### config.mk
export PLATFORM = sky130hd
export DESIGN_NAME = vtec_top
export DESIGN_NICKNAME = d
export VERILOG_FILES = /design/src/shared/vtec_pkg.sv /design/src/rtl/vtec_sync.sv /design/src/rtl/vtec_top.sv
export VERILOG_INCLUDE_DIRS = /design/src /design/src/shared
export SDC_FILE = /design/constraint.sdc
export NUM_CORES = 2
export LEC_CHECK = 0
export BUFFER_PORTS_ARGS = -buffer_cell sky130_fd_sc_hd__buf_2
export CORE_MARGIN = 4
export CORE_UTILIZATION = 64
export DETAILED_ROUTE_END_ITERATION = 16
export MAX_ROUTING_LAYER = met4
export PLACE_DENSITY = 0.84
export SLEW_MARGIN = 40
export SYNTH_ARGS = -nofsm -noshare
export SYNTH_HDL_FRONTEND = slang
export SYNTH_HIERARCHICAL = 1
export SYNTH_SLANG_ARGS = --single-unit
export TNS_END_PERCENT = 5
### constraint.sdc
create_clock -name CLK -period 11.7 [get_ports CLK]
set_clock_uncertainty 0.1 [all_clocks]
set_input_delay 0 -clock CLK [delete_from_list [all_inputs] [get_ports CLK]]
set_output_delay 0 -clock CLK [all_outputs]
set_load 0.02 [all_outputs]
### src/shared/vtec_cfg.svh
// Register offsets, field positions, reset values and timing counts of the transition block.
`ifndef VTEC_CFG_SVH
`define VTEC_CFG_SVH
`define VTEC_ADDR_SRC    12'h000
`define VTEC_ADDR_TRANS  12'h004
`define VTEC_ADDR_CMD    12'h008
`define VTEC_ADDR_STAT   12'h00C
`define VTEC_CMD_FREEZE  0
`define VTEC_CMD_QUAD    1
`define VTEC_CMD_SPLIT   2
`define VTEC_CMD_INSET   3
`define VTEC_CMD_PLUS    4
`define VTEC_CMD_MINUS   5
`define VTEC_CMD_LEFT    6
`define VTEC_CMD_RIGHT   7
`define VTEC_CMD_BDCOL   8
`define VTEC_CMD_BG      9
`define VTEC_CMD_AUTO    10
`define VTEC_CMD_SPD_LO  12
`define VTEC_CMD_POS_LO  16
`define VTEC_CMD_POSVLD  20
`define VTEC_CMD_BDEN    21
`define VTEC_CMD_REMOTE  31
`define VTEC_SRC_BG      3'h4
`define VTEC_RST_MAIN    3'h0
`define VTEC_RST_SUB     3'h1
`define VTEC_RST_POS     4'h8
`define VTEC_POS_CNT     4'h9
`define VTEC_H_ACT       11'd720
`define VTEC_V_ACT       11'd576
`define VTEC_BORDER_W    11'd4
`define VTEC_EDGE_M      11'd8
`define VTEC_CENTRE_M    11'd32
`define VTEC_PROG_MAX    8'hFF
`define VTEC_STEP_SLOW   9'd2
`define VTEC_STEP_MED    9'd5
`define VTEC_STEP_FAST   9'd15
`endif

### src/shared/vtec_pkg.sv
// Types shared by the transition block.
package vtec_pkg;
  typedef enum logic [1:0] {VTEC_FX_NONE, VTEC_FX_QUAD, VTEC_FX_SPLIT, VTEC_FX_INSET} vtec_fx_t;
  typedef enum logic [1:0] {VTEC_TR_NONE, VTEC_TR_FADE, VTEC_TR_WIPE} vtec_trans_t;
endpackage

### src/rtl/vtec_sync.sv
// Three-stage synchroniser that passes a word once the second and third stages agree.
`timescale 1ns/10ps
module vtec_sync #(
  parameter int W = 8
) (
  // Clock and reset
  input  wire logic         clk,
  input  wire logic         rst_b,
  // Data
  input  wire logic [W-1:0] d,
  output logic      [W-1:0] q
);
  logic [W-1:0] s1_reg;
  logic [W-1:0] s2_reg;
  logic [W-1:0] s3_reg;

  always_ff @(posedge clk or negedge rst_b) begin
    if (!rst_b) begin
      s1_reg <= '0;
      s2_reg <= '0;
      s3_reg <= '0;
      q      <= '0;
    end else begin
      s1_reg <= d;
      s2_reg <= s1_reg;
      s3_reg <= s2_reg;
      // A word caught mid-change differs between stages and is not passed on.
      if (s2_reg == s3_reg) begin
        q <= s3_reg;
      end
    end
  end
endmodule // vtec_sync

### src/rtl/vtec_top.sv
// Transition and effect control with program compositing for a four-input switcher.
//
// Function
// New main source cuts in at once.
// Fade blends whole picture by one proportion.
// Eleven wipe patterns are offered.
// Progress follows lever; end stops are relative.
// No transition type selected means fade.
// Auto take only by remote, three speeds.
// Freeze toggles held frame; works with transitions.
// Quad shows four inputs; again restores.
// Quad and inset refuse other transitions, effects.
// Split halves; left/right swap; buses reselect.
// Inset shows sub over main; lamp lit.
// Inset has two sizes via plus/minus.
// Nine inset positions; corners move edge/centre.
// Border controls only during wipe or inset.
// Eight border colours; inset forces white.
// Background cycles eight colours in order.
// Background lamp shows colour, dark for black.
// Lever sampled per frame, linear coefficient.
//
// The implementer's own choices: the APB slave port and the placing of the registers.
`timescale 1ns/10ps
`include "vtec_cfg.svh"
module vtec_top (
  // Clock and reset
  input  wire logic        CLK,
  input  wire logic        RST_B,
  // APB slave
  input  wire logic        PSEL,
  input  wire logic        PENABLE,
  input  wire logic        PWRITE,
  input  wire logic [11:0] PADDR,
  input  wire logic [31:0] PWDATA,
  output logic      [31:0] PRDATA,
  output logic             PREADY,
  output logic             PSLVERR,
  // Manual lever
  input  wire logic [7:0]  LEVER_POS,
  // Video timing and sources
  input  wire logic        VID_SOF,
  input  wire logic        VID_VLD,
  input  wire logic [10:0] VID_X,
  input  wire logic [10:0] VID_Y,
  input  wire logic [23:0] SRC_PIX_0,
  input  wire logic [23:0] SRC_PIX_1,
  input  wire logic [23:0] SRC_PIX_2,
  input  wire logic [23:0] SRC_PIX_3,
  // Program output and lamps
  output logic      [23:0] PGM_PIX,
  output logic             PGM_VLD,
  output logic             FREEZE_MAIN,
  output logic             INSET_LED,
  output logic      [2:0]  BG_LED
);
  import vtec_pkg::*;

  logic [7:0]  lever_s;
  logic        acc;
  logic        wr;
  logic        cmd_wr;
  logic        addr_ok;
  logic [31:0] rd_word;
  logic [2:0]  main_reg;
  logic [2:0]  sub_reg;
  vtec_trans_t ttype_reg;
  logic [3:0]  pat_reg;
  vtec_fx_t    fx_reg;
  logic        swap_reg;
  logic        big_reg;
  logic [3:0]  pos_reg;
  logic        edge_reg;
  logic        bd_en_reg;
  logic [2:0]  bd_col_reg;
  logic [2:0]  bg_col_reg;
  logic [7:0]  prog_reg;
  logic        dir_reg;
  logic        auto_reg;
  logic [8:0]  step_reg;
  logic        lock;
  logic        bd_ok;
  logic [7:0]  lv;
  logic [8:0]  auto_sum;
  logic        done;
  logic [18:0] tx_prod;
  logic [18:0] ty_prod;
  logic [10:0] tx;
  logic [10:0] ty;
  logic [10:0] win_w;
  logic [10:0] win_h;
  logic [10:0] win_x;
  logic [10:0] win_y;
  logic [10:0] marg;
  logic [23:0] pix_a;
  logic [23:0] pix_b;
  logic [23:0] pix_next;

  vtec_sync #(.W(8)) u_lever_sync (
    .clk   (CLK),
    .rst_b (RST_B),
    .d     (LEVER_POS),
    .q     (lever_s)
  );

  function automatic logic [2:0] lamp_bits(input logic [2:0] c);
    case (c)
      3'h1:    lamp_bits = 3'h1;
      3'h2:    lamp_bits = 3'h5;
      3'h3:    lamp_bits = 3'h4;
      3'h4:    lamp_bits = 3'h2;
      3'h5:    lamp_bits = 3'h3;
      3'h6:    lamp_bits = 3'h6;
      3'h7:    lamp_bits = 3'h7;
      default: lamp_bits = 3'h0;
    endcase
  endfunction

  function automatic logic [23:0] col_rgb(input logic [2:0] c);
    logic [2:0] b;
    b = lamp_bits(c);
    col_rgb = {{8{b[2]}}, {8{b[1]}}, {8{b[0]}}};
  endfunction

  function automatic logic [23:0] pick(input logic [2:0] idx);
    case (idx)
      3'h0:    pick = SRC_PIX_0;
      3'h1:    pick = SRC_PIX_1;
      3'h2:    pick = SRC_PIX_2;
      3'h3:    pick = SRC_PIX_3;
      default: pick = col_rgb(bg_col_reg);
    endcase
  endfunction

  function automatic logic [23:0] blend(input logic [23:0] a, input logic [23:0] b,
                                        input logic [7:0] k);
    logic [16:0] acc_v;
    blend = 24'h000000;
    for (int i = 0; i < 3; i++) begin
      // Widen before multiplying so the products keep all sixteen bits.
      acc_v = ({9'h000, a[8*i +: 8]} * (17'h00100 - {9'h000, k})) +
              ({9'h000, b[8*i +: 8]} * {9'h000, k});
      blend[8*i +: 8] = acc_v[15:8];
    end
  endfunction

  // Region in which the incoming source shows, for thresholds tx and ty.
  function automatic logic in_wipe(input logic [3:0] p, input logic [10:0] x,
                                   input logic [10:0] y, input logic [10:0] tw,
                                   input logic [10:0] th);
    logic [10:0] dx;
    logic [10:0] dy;
    dx = (x >= (`VTEC_H_ACT >> 1)) ? x - (`VTEC_H_ACT >> 1) : (`VTEC_H_ACT >> 1) - x;
    dy = (y >= (`VTEC_V_ACT >> 1)) ? y - (`VTEC_V_ACT >> 1) : (`VTEC_V_ACT >> 1) - y;
    case (p)
      4'h0:    in_wipe = ({dx, 1'b0} < {1'b0, tw}) && ({dy, 1'b0} < {1'b0, th});
      4'h1:    in_wipe = (x >= `VTEC_H_ACT - tw) && (y < th);
      4'h2:    in_wipe = !((x < `VTEC_H_ACT - tw) && (y < `VTEC_V_ACT - th));
      4'h3:    in_wipe = (x < tw) && (y < th);
      4'h4:    in_wipe = !((x >= tw) && (y < `VTEC_V_ACT - th));
      4'h5:    in_wipe = y < th;
      4'h6:    in_wipe = y >= `VTEC_V_ACT - th;
      4'h7:    in_wipe = x < tw;
      4'h8:    in_wipe = x >= `VTEC_H_ACT - tw;
      4'h9:    in_wipe = {dx, 1'b0} < {1'b0, tw};
      default: in_wipe = {dy, 1'b0} < {1'b0, th};
    endcase
  endfunction

  assign acc     = PSEL & PENABLE & PREADY;
  assign wr      = acc & PWRITE;
  assign cmd_wr  = wr & (PADDR == `VTEC_ADDR_CMD);
  assign addr_ok = (PADDR == `VTEC_ADDR_SRC) || (PADDR == `VTEC_ADDR_TRANS) ||
                   (PADDR == `VTEC_ADDR_CMD) || (PADDR == `VTEC_ADDR_STAT);
  assign lock    = (fx_reg == VTEC_FX_QUAD) || (fx_reg == VTEC_FX_INSET);
  assign bd_ok   = (ttype_reg == VTEC_TR_WIPE) || (fx_reg == VTEC_FX_INSET);

  always_comb begin
    case (PADDR)
      `VTEC_ADDR_SRC:   rd_word = {25'h0, sub_reg, 1'b0, main_reg};
      `VTEC_ADDR_TRANS: rd_word = {24'h0, pat_reg, 2'h0, ttype_reg};
      `VTEC_ADDR_STAT:  rd_word = {4'h0, dir_reg, swap_reg, auto_reg, bg_col_reg,
                                   bd_col_reg, bd_en_reg, edge_reg, pos_reg, big_reg,
                                   freeze_bit(FREEZE_MAIN), 1'b0, fx_reg, prog_reg};
      default:          rd_word = 32'h00000000;
    endcase
  end

  function automatic logic freeze_bit(input logic f);
    freeze_bit = f;
  endfunction

  // APB answers in the second cycle of the access phase, after one wait state; unmapped addresses report an error.
  always_ff @(posedge CLK or negedge RST_B) begin
    if (!RST_B) begin
      PREADY  <= 1'b0;
      PRDATA  <= 32'h00000000;
      PSLVERR <= 1'b0;
    end else begin
      PREADY  <= PSEL & PENABLE & ~PREADY;
      PSLVERR <= PSEL & PENABLE & ~PREADY & ~addr_ok;
      if (PSEL & PENABLE & ~PREADY) begin
        PRDATA <= PWRITE ? 32'h00000000 : rd_word;
      end
    end
  end

  // Coefficient for the next frame, taken from the lever once per frame.
  assign lv       = dir_reg ? ~lever_s : lever_s;
  assign auto_sum = {1'b0, prog_reg} + step_reg;
  assign done     = !lock && (auto_reg ? (auto_sum >= {1'b0, `VTEC_PROG_MAX})
                                       : (lv == `VTEC_PROG_MAX));

  always_ff @(posedge CLK or negedge RST_B) begin
    if (!RST_B) begin
      prog_reg <= 8'h00;
      dir_reg  <= 1'b0;
      auto_reg <= 1'b0;
      step_reg <= `VTEC_STEP_SLOW;
    end else begin
      if (VID_SOF) begin
        if (lock) begin
          prog_reg <= 8'h00;
          auto_reg <= 1'b0;
        end else if (done) begin
          prog_reg <= 8'h00;
          auto_reg <= 1'b0;
          // A finished manual move leaves the lever at the new relative start.
          if (!auto_reg) begin
            dir_reg <= ~dir_reg;
          end
        end else if (auto_reg) begin
          prog_reg <= auto_sum[7:0];
        end else begin
          prog_reg <= lv;
        end
      end
      // A take in the cycle of a completion must not be lost, so the set comes last.
      if (cmd_wr && PWDATA[`VTEC_CMD_AUTO] && PWDATA[`VTEC_CMD_REMOTE] && !lock) begin
        auto_reg <= 1'b1;
        case (PWDATA[`VTEC_CMD_SPD_LO +: 2])
          2'h0:    step_reg <= `VTEC_STEP_SLOW;
          2'h1:    step_reg <= `VTEC_STEP_MED;
          default: step_reg <= `VTEC_STEP_FAST;
        endcase
      end
    end
  end

  // Source buses; a completed transition exchanges main and sub.
  always_ff @(posedge CLK or negedge RST_B) begin
    if (!RST_B) begin
      main_reg  <= `VTEC_RST_MAIN;
      sub_reg   <= `VTEC_RST_SUB;
      ttype_reg <= VTEC_TR_NONE;
      pat_reg   <= 4'h0;
    end else begin
      if (VID_SOF && done) begin
        main_reg <= sub_reg;
        sub_reg  <= main_reg;
      end
      if (wr && PADDR == `VTEC_ADDR_SRC) begin
        if (PWDATA[2:0] <= `VTEC_SRC_BG) begin
          main_reg <= PWDATA[2:0];
        end
        if (PWDATA[6:4] <= `VTEC_SRC_BG) begin
          sub_reg <= PWDATA[6:4];
        end
      end
      if (wr && PADDR == `VTEC_ADDR_TRANS && !lock) begin
        if (PWDATA[1:0] != 2'h3) begin
          ttype_reg <= vtec_trans_t'(PWDATA[1:0]);
        end
        if (PWDATA[7:4] <= 4'hA) begin
          pat_reg <= PWDATA[7:4];
        end
      end
    end
  end

  // Panel commands for effects, freeze, border and background.
  always_ff @(posedge CLK or negedge RST_B) begin
    if (!RST_B) begin
      fx_reg      <= VTEC_FX_NONE;
      FREEZE_MAIN <= 1'b0;
      swap_reg    <= 1'b0;
      big_reg     <= 1'b0;
      pos_reg     <= `VTEC_RST_POS;
      edge_reg    <= 1'b0;
      bd_en_reg   <= 1'b0;
      bd_col_reg  <= 3'h0;
      bg_col_reg  <= 3'h0;
    end else if (cmd_wr) begin
      if (PWDATA[`VTEC_CMD_QUAD] && (fx_reg == VTEC_FX_NONE || fx_reg == VTEC_FX_QUAD)) begin
        fx_reg <= (fx_reg == VTEC_FX_QUAD) ? VTEC_FX_NONE : VTEC_FX_QUAD;
      end else if (PWDATA[`VTEC_CMD_INSET] &&
                   (fx_reg == VTEC_FX_NONE || fx_reg == VTEC_FX_INSET)) begin
        fx_reg <= (fx_reg == VTEC_FX_INSET) ? VTEC_FX_NONE : VTEC_FX_INSET;
      end else if (PWDATA[`VTEC_CMD_SPLIT] && !lock) begin
        fx_reg   <= (fx_reg == VTEC_FX_SPLIT) ? VTEC_FX_NONE : VTEC_FX_SPLIT;
        swap_reg <= 1'b0;
      end
      if (PWDATA[`VTEC_CMD_FREEZE] && !lock) begin
        FREEZE_MAIN <= ~FREEZE_MAIN;
      end
      if (PWDATA[`VTEC_CMD_PLUS]) begin
        big_reg <= 1'b1;
      end else if (PWDATA[`VTEC_CMD_MINUS]) begin
        big_reg <= 1'b0;
      end
      if (PWDATA[`VTEC_CMD_POSVLD] && PWDATA[`VTEC_CMD_POS_LO +: 4] < `VTEC_POS_CNT) begin
        pos_reg <= PWDATA[`VTEC_CMD_POS_LO +: 4];
      end
      // Left and right mean side swap in split and edge or centre for the inset.
      if (PWDATA[`VTEC_CMD_RIGHT]) begin
        swap_reg <= 1'b1;
        edge_reg <= 1'b1;
      end else if (PWDATA[`VTEC_CMD_LEFT]) begin
        swap_reg <= 1'b0;
        edge_reg <= 1'b0;
      end
      if (bd_ok && PWDATA[`VTEC_CMD_BDCOL]) begin
        bd_col_reg <= bd_col_reg + 3'h1;
      end
      if (bd_ok && PWDATA[`VTEC_CMD_BDEN]) begin
        bd_en_reg <= ~bd_en_reg;
      end
      if (PWDATA[`VTEC_CMD_BG]) begin
        bg_col_reg <= bg_col_reg + 3'h1;
      end
    end
  end

  // Frame-constant wipe thresholds, stable because the coefficient moves only at frame start; the inset window follows panel writes.
  assign tx_prod = prog_reg * `VTEC_H_ACT;
  assign ty_prod = prog_reg * `VTEC_V_ACT;
  assign tx      = tx_prod[18:8];
  assign ty      = ty_prod[18:8];
  assign win_w   = big_reg ? (`VTEC_H_ACT >> 1) : (`VTEC_H_ACT >> 2);
  assign win_h   = big_reg ? (`VTEC_V_ACT >> 1) : (`VTEC_V_ACT >> 2);
  assign marg    = (edge_reg && pos_reg != 4'h1 && pos_reg != 4'h3 && pos_reg != 4'h5 &&
                    pos_reg != 4'h7) ? `VTEC_EDGE_M : `VTEC_CENTRE_M;

  always_comb begin
    case (pos_reg)
      4'h0, 4'h3, 4'h6: win_x = marg;
      4'h2, 4'h5, 4'h8: win_x = `VTEC_H_ACT - win_w - marg;
      default:          win_x = (`VTEC_H_ACT - win_w) >> 1;
    endcase
    case (pos_reg)
      4'h0, 4'h1, 4'h2: win_y = marg;
      4'h6, 4'h7, 4'h8: win_y = `VTEC_V_ACT - win_h - marg;
      default:          win_y = (`VTEC_V_ACT - win_h) >> 1;
    endcase
  end

  assign pix_a = pick(main_reg);
  assign pix_b = pick(sub_reg);

  always_comb begin
    pix_next = pix_a;
    case (fx_reg)
      VTEC_FX_QUAD: begin
        pix_next = pick({1'b0, VID_Y >= (`VTEC_V_ACT >> 1), VID_X >= (`VTEC_H_ACT >> 1)});
      end
      VTEC_FX_SPLIT: begin
        pix_next = ((VID_X < (`VTEC_H_ACT >> 1)) ^ swap_reg) ? pix_a : pix_b;
      end
      VTEC_FX_INSET: begin
        if (VID_X >= win_x && VID_X < win_x + win_w && VID_Y >= win_y &&
            VID_Y < win_y + win_h) begin
          pix_next = pix_b;
        end else if (bd_en_reg && VID_X + `VTEC_BORDER_W >= win_x &&
                     VID_X < win_x + win_w + `VTEC_BORDER_W &&
                     VID_Y + `VTEC_BORDER_W >= win_y &&
                     VID_Y < win_y + win_h + `VTEC_BORDER_W) begin
          pix_next = col_rgb(3'h7);
        end
      end
      default: begin
        if (prog_reg == 8'h00) begin
          pix_next = pix_a;
        end else if (ttype_reg != VTEC_TR_WIPE) begin
          pix_next = blend(pix_a, pix_b, prog_reg);
        end else if (in_wipe(pat_reg, VID_X, VID_Y, tx, ty)) begin
          pix_next = pix_b;
        end else if (bd_en_reg && in_wipe(pat_reg, VID_X, VID_Y, tx + `VTEC_BORDER_W,
                                          ty + `VTEC_BORDER_W)) begin
          pix_next = col_rgb(bd_col_reg);
        end
      end
    endcase
  end

  always_ff @(posedge CLK or negedge RST_B) begin
    if (!RST_B) begin
      PGM_PIX   <= 24'h000000;
      PGM_VLD   <= 1'b0;
      INSET_LED <= 1'b0;
      BG_LED    <= 3'h0;
    end else begin
      PGM_VLD   <= VID_VLD;
      INSET_LED <= (fx_reg == VTEC_FX_INSET);
      BG_LED    <= lamp_bits(bg_col_reg);
      if (VID_VLD) begin
        PGM_PIX <= pix_next;
      end
    end
  end
endmodule // vtec_top

After elaboration in Yosys (flattened, before gate mapping)
Index checks and enable logic that the tools add are counted.
{ "totals": {"register_bits": 143, "input_bits": 177, "output_inout_bits": 64} }
{ "classes": {"add_sub_neg": 27, "mul": 8, "n_lt_le_gt_ge": 34, "eq_ne": 57, "n_mux": 62, "n_bitwise": 15, "n_reduce_logical": 82} }
{ "op_table": {"columns": ["op", "count"], "rows": [
  ["case mux 24 bit (4 select lines)", 3],
  ["two-way mux 24 bit", 7],
  ["less-than comparator 11 bit", 10],
  ["greater-or-equal comparator 11 bit", 9],
  ["case mux 28 bit (3 select lines)", 1],
  ["case mux 24 bit (3 select lines)", 1],
  ["adder 16 bit", 3],
  ["multiplier 8 x 8 -> 16 bit", 3],
  ["adder 11 x 3 -> 11 bit, second input constant", 4],
  ["case mux 11 bit (2 select lines)", 2],
  ["case mux 3 bit (7 select lines)", 2],
  ["logical AND 1 bit", 37],
  ["multiplier 8 x 17 -> 16 bit", 2],
  ["two-way mux 32 bit", 1],
  ["two-way mux 8 bit", 4],
  ["== test 4 x 3 -> 1 bit, second input constant", 7],
  ["== test 12 x 4 -> 1 bit, second input constant", 2],
  ["== test 3 x 2 -> 1 bit, second input constant", 8],
  ["== test 3 bit, second input constant", 8],
  ["less-than comparator 12 x 10 -> 1 bit", 2],
  ["less-than comparator 12 x 11 -> 1 bit", 2],
  ["adder 10 x 3 -> 11 bit, second input constant", 2],
  ["adder 11 x 9 -> 11 bit", 2],
  ["greater-or-equal comparator 11 x 9 -> 1 bit, second input constant", 2],
  ["57 further kinds", 161]
]} }

Longest topological paths before layout
{ "logic_depth": {"depth_word": 19, "depth_mapped": 30} }

Hierarchy
The synthesis kept the hierarchy.
{ "by_module_without_submodules": {"columns": ["module", "n_inst", "cells_per_inst", "area_per_inst_um2", "seq_area_each_um2"], "rows": [
  ["vtec_top", 1, 3468, 29569.6, 2506.2],
  ["vtec_sync", 1, 51, 977.2, 800.8]
]} }

Least setup slack after synthesis
Ideal clock, no wire load.
{ "synth_path": {"path_type": "flip-flop to flip-flop", "from": "reg sub_reg[0]", "to": "reg PGM_PIX[22]", "setup_ns": 0.139, "t_arrival_ns": 7.961, "required_time_ns": 11.461, "setup_slack_ns": 3.500, "path_stages_with_launch": 29, "cell_sequence": "dfstp_2 buf_2 buf_2 buf_2 mux4_2 inv_1 o21ai_0 clkbuf_1 and2_1 fa_1 inv_1 fa_1 inv_1 fa_1 inv_1 fa_1 fa_1 inv_1 fa_1 ha_1 or4b_2 or2_2 o221ai_1 o21ai_0 o22a_1 a21oi_1 xnor2_1 a2111oi_0 a21oi_1"} }
{ "synth_via": {"elab_chain_cells": 7, "word_cells_on_any_way": 13} }
{ "synth_lines": {"columns": ["item", "line", "source"], "rows": [
  ["start, declared", "vtec_top.sv:66", "logic [2:0] sub_reg;"],
  ["start signal, assigned", "vtec_top.sv:254", "sub_reg <= `VTEC_RST_SUB;"],
  ["start signal, assigned", "vtec_top.sv:260", "sub_reg <= main_reg;"],
  ["start signal, assigned", "vtec_top.sv:267", "sub_reg <= PWDATA[6:4];"],
  ["== test 3 x 2 -> 1 bit (tied with other cells)", "vtec_top.sv:126", "case (idx)"],
  ["case mux 24 bit (4 select lines) (*)", "vtec_top.sv:126", null],
  ["multiplier 8 x 8 -> 16 bit", "vtec_top.sv:142", "({9'h000, b[8*i +: 8]} * {9'h000, k});"],
  ["adder 16 bit", "vtec_top.sv:141", "acc_v = ({9'h000, a[8*i +: 8]} * (17'h00100 - {9'h000, k})) +"],
  ["two-way mux 24 bit", "vtec_top.sv:383", "end else if (ttype_reg != VTEC_TR_WIPE) begin"],
  ["two-way mux 24 bit", "vtec_top.sv:381", "if (prog_reg == 8'h00) begin"],
  ["case mux 24 bit (3 select lines) (*)", "vtec_top.sv:362", "case (fx_reg)"],
  ["end signal, assigned", "vtec_top.sv:406", "PGM_PIX <= pix_next;"],
  ["end, declared", "vtec_top.sv:51", "output logic [23:0] PGM_PIX,"]
]} }
Every way passes the cells marked *; elsewhere a longest branch is shown, timed or not.
A chain may end at the register's enable or synchronous reset.

Worst setup path after layout
Same ends and word-level chain as after synthesis.

==> out/qor.tcl <==
set qor(timing_hold_violations_final) 0
set qor(maximum_number_of_pins_on_one_net_before_global_route_repair) 88
set qor(status) {finished, final reports clean}
set qor(filler_cell_count) 3610
set qor(static-leakage-power_uw) 0.01688
set qor(grt_setup_unrepaired) {no}
set qor(cts_root_buf) {sky130_fd_sc_hd__clkbuf_16}
set qor(power_per_cell_area_nw_per_um2) 45.52
set qor(maxUsedRoutingLayer) {met4}
set qor(synth.yosys.warnings) 6
set qor(drt-initial-drc-count) 2885
set qor(number_of_clock_buffers_inserted_by_tritoncts) 17
set qor(synth_top_family_by_area) {adder cells}
set qor(postSynthCellCount) 3519
set qor(synth_area_per_cell_sq_um) 8.681
set qor(finalSetupViolations) 0
set qor(fin_crit_sh_pct) 77.24
set qor(start_util_pct) 65.20
set qor(floorplan.core_area_sq_um) 46850
set qor(final.setup.tns_ns) 0
set qor(cp_data_required_time_ns) 11.90
set qor(row_count) 79
set qor(path_delay_family) {adder cells}
set qor(io_pins) 241
set qor(synth-seq-area-share_pct) 10.83
set qor(hp-class) {in -> reg}
set qor(detailroute.wirelength.met2_um) 42560
set qor(crit_type) {reg -> reg}
set qor(average_wire_per_cell_in_the_routed_design_um) 22.44
set qor(slowest_stage) {sky130_fd_sc_hd__dfstp_2}
set qor(synthesis.area_sq_um) 30550
set qor(clock_insertion_delay_worst_skew_ns) 0.44
set qor(wire_length_of_the_first_global_routing_pass_um) 152200
set qor(post_drt_via_cell_ratio) 6.417
set qor(fin_util_pct) 71.60
set qor(met3_wirelength_um) 11960
set qor(fp.dieArea_sq_um) 51290
set qor(synth_fa_ha_area_share_pct) 38.51
set qor(dp.final_hpwl_um) 73550
set qor(crit_arrival_ns) 9.24
set qor(vdd_drop_max_mv) 0.1055
set qor(detail_route.first_pass.iterations) 8
set qor(critical_path_fanout_max) 23
set qor(final_cells) 4335
set qor(final_report_max_slew_violation_count) 0
set qor(power.total_uw) 1527
set qor(clock_transition_time_at_the_flip_flop_clock_pins_of_the_worst_setup_and_hold_paths_ns) 0.06
set qor(max-clock-path-buffers) 2
set qor(tritoncts) {yes}
set qor(layout_commonest_cell) {sky130_fd_sc_hd__inv_1}
set qor(grt_usage_pct) 39.19
set qor(die_width_um) 226.5
set qor(timing.slew.headroom_pct) 40.31
set qor(clock_sink_count) 132
set qor(critical_path.cell_chain) {buf_4 > mux2_2 > a21oi_1 > o21ai_0 > nand2_1 > fa_1 > fa_1 > inv_1 > fa_1 > inv_1 > fa_1 > fa_1 > inv_1 > fa_1 > ha_1 > or4b_2 > or2_2 > o221ai_1 > o21ai_0 > o22a_1 > a21oi_1 > xnor2_1 > a2111oi_0 > a21oi_1}
set qor(synth-async-reset-ratio_pct) 100.0
set qor(die_height_um) 226.5
set qor(yosys.cell_types.count) 99
set qor(detail_route.drc_violations) 0
set qor(synth.ff_latch_count) 132
set qor(cts_setup_buffers) 0
set qor(synthesized_area_fraction_occupied_by_ao_oa_aoi_and_oai_cells_pct) 14.08
set qor(max_slew.worst_pin.slew_ns) 0.8944
set qor(largest_reg_flops) 27
set qor(final_nets) 4638
set qor(routedLengthMet1_um) 37260
set qor(wl_um) 97280
set qor(port-buffer-count) 223
set qor(drive_above_1_share_pct) 13.64
set qor(place_congestion) 1.016
set qor(synth_edf_count) 0
set qor(reg_top3) {PRDATA (27), PGM_PIX (24)}
set qor(critical-path-max-stage-delay_ns) 0.81
set qor(htreeDepth) 4
set qor(worstSetupEndpointType) {register}
set qor(grt_antenna_before_repair) 4
set qor(dp.cells) 4249
set qor(synth-simple-area-share_pct) 15.36
set qor(ys.flop_type) {sky130_fd_sc_hd__dfrtp_1}
set qor(commonest_cells_after_routing_fill_and_taps_aside) {552 x sky130_fd_sc_hd__inv_1, 437 x sky130_fd_sc_hd__ha_1, 361 x sky130_fd_sc_hd__nand2_1}
set qor(largest_register) {PRDATA}
set qor(gr-total-overflow) 0
set qor(antenna_left) 0
set qor(holdWs_ns) 0.02387
set qor(min_tclk_post_route_ns) 9.037
set qor(synth.area.mux_share_pct) 7.270
set qor(maxCapViolCount) 0
set qor(syn2layout_area_growth_pct) 9.822
set qor(setup.worst_path.start_class) {register}
set qor(critical_path.n_buffers_inverters) 4
set qor(critical-path-top-cell-by-count) {sky130_fd_sc_hd__fa_1}
set qor(synth_xor_xnor_area_share_pct) 4.723
set qor(first_global_vias) 27850
set qor(max_frequency_ghz) 0.1107
set qor(vias) 27820
layer usage:
| metal | global-route usage (%) | vias to the layer above |
|---|---|---|
| li1 | - | 12290 |
| met1 | 49.88 | 13410 |
| met2 | 58.76 | 1749 |
| met3 | 10.66 | 372 |
| met4 | 18.07 | 0 |
| met5 | - | - |
timing repair:
| action | 4_1_cts | 5_1_grt |
|---|---|---|
| hold buffers | 49 | 0 |
| resized for setup | 0 | 0 |
| endpoints found under the hold margin | 140 | 0 |
final timing paths:
check | start | to | slack [ns] | cells after the start
min | PWDATA[31] | step_reg[2]$_DFFE_PN0P_ | 0.02 | 3
max | sub_reg[0]$_DFF_PN1_ | PGM_PIX[22]$_DFFE_PN0P_ | 2.66 | 24
min reg2reg | u_lever_sync/s1_reg[4]$_DFF_PN0_ | u_lever_sync/s2_reg[4]$_DFF_PN0_ | 0.25 | 0
max reg2reg | sub_reg[0]$_DFF_PN1_ | PGM_PIX[22]$_DFFE_PN0P_ | 2.66 | 24
min in group asynchronous | RST_B | BG_LED[0]$_DFF_PN0_ | 0.09 | 2
max in group asynchronous | RST_B | main_reg[0]$_DFF_PN0_ | 10.25 | 3
stage by stage:
step                      setup slack [ns]  instance area [sq um]
after global placement               2.865                  32380
after CTS                            2.783                  33530
after detailed placement             2.789                  32410
after global routing                 2.121                  33540
final                                2.663                  33550
after floorplan                      3.500                  30570
worst reg2reg max path: stages, from the launching register on:
cell                        delay (ns)
sky130_fd_sc_hd__dfstp_2          0.81
sky130_fd_sc_hd__buf_4            0.52
sky130_fd_sc_hd__mux2_2           0.27
sky130_fd_sc_hd__a21oi_1          0.09
sky130_fd_sc_hd__o21ai_0          0.68
sky130_fd_sc_hd__nand2_1          0.17
sky130_fd_sc_hd__fa_1             0.49
sky130_fd_sc_hd__fa_1             0.54
sky130_fd_sc_hd__inv_1            0.05
sky130_fd_sc_hd__fa_1             0.53
sky130_fd_sc_hd__inv_1            0.06
sky130_fd_sc_hd__fa_1             0.51
sky130_fd_sc_hd__fa_1             0.57
sky130_fd_sc_hd__inv_1            0.06
sky130_fd_sc_hd__fa_1             0.47
sky130_fd_sc_hd__ha_1             0.25
sky130_fd_sc_hd__or4b_2           0.65
sky130_fd_sc_hd__or2_2            0.31
sky130_fd_sc_hd__o221ai_1         0.38
sky130_fd_sc_hd__o21ai_0          0.22
sky130_fd_sc_hd__o22a_1           0.24
sky130_fd_sc_hd__a21oi_1          0.25
sky130_fd_sc_hd__xnor2_1          0.16
sky130_fd_sc_hd__a2111oi_0        0.44
sky130_fd_sc_hd__a21oi_1          0.11
layout make-up:
class | instances | area, sq um | area share, %
antenna | 5 | 12.51 | 0.03730
clock buffer | 18 | 439.2 | 1.309
clock inverter | 14 | 188.9 | 0.5632
inverter | 554 | 2079 | 6.199
multi-input combinational | 2656 | 24560 | 73.22
sequential | 132 | 3308 | 9.861
tap | 607 | 759.5 | 2.264
timing repair buffer | 349 | 2197 | 6.549
where the power goes:
part           internal, uW  switching [uW]  leakage [uW]
Sequential              476            21.0       0.00170
Clock                   348             242      0.000302
Combinational           178             262        0.0149
synthesized netlist by cell type (all sizes together), types with 38 or more instances:
library cell  instances  area (sq um)
o21ai               141         705.7
a221oi               41         400.4
inv                 553          2076
ha                  437          5468
mux2                 45         506.7
xnor2               113          1005
nand2               362          1359
nor3                 38         190.2
mux4                 65          1464
fa                  314          6286
and2                129         809.5
nor2                203         762.0
clkbuf              150         563.0
dfrtp               129          3228
a21oi               152         764.5
xor2                 50         437.9
nand3                44         220.2
cells by family (layout without fill, tap and decap cells):
kind of cell	after synthesis	in the layout
compound gates	624	624
xor+xnor	163	163
fa+ha+maj	752	752
buf+inv	736	935
flops	132	132
mux	135	135
other cells	2	12
simple gates	975	975
(Power assumes the default switching activity.)
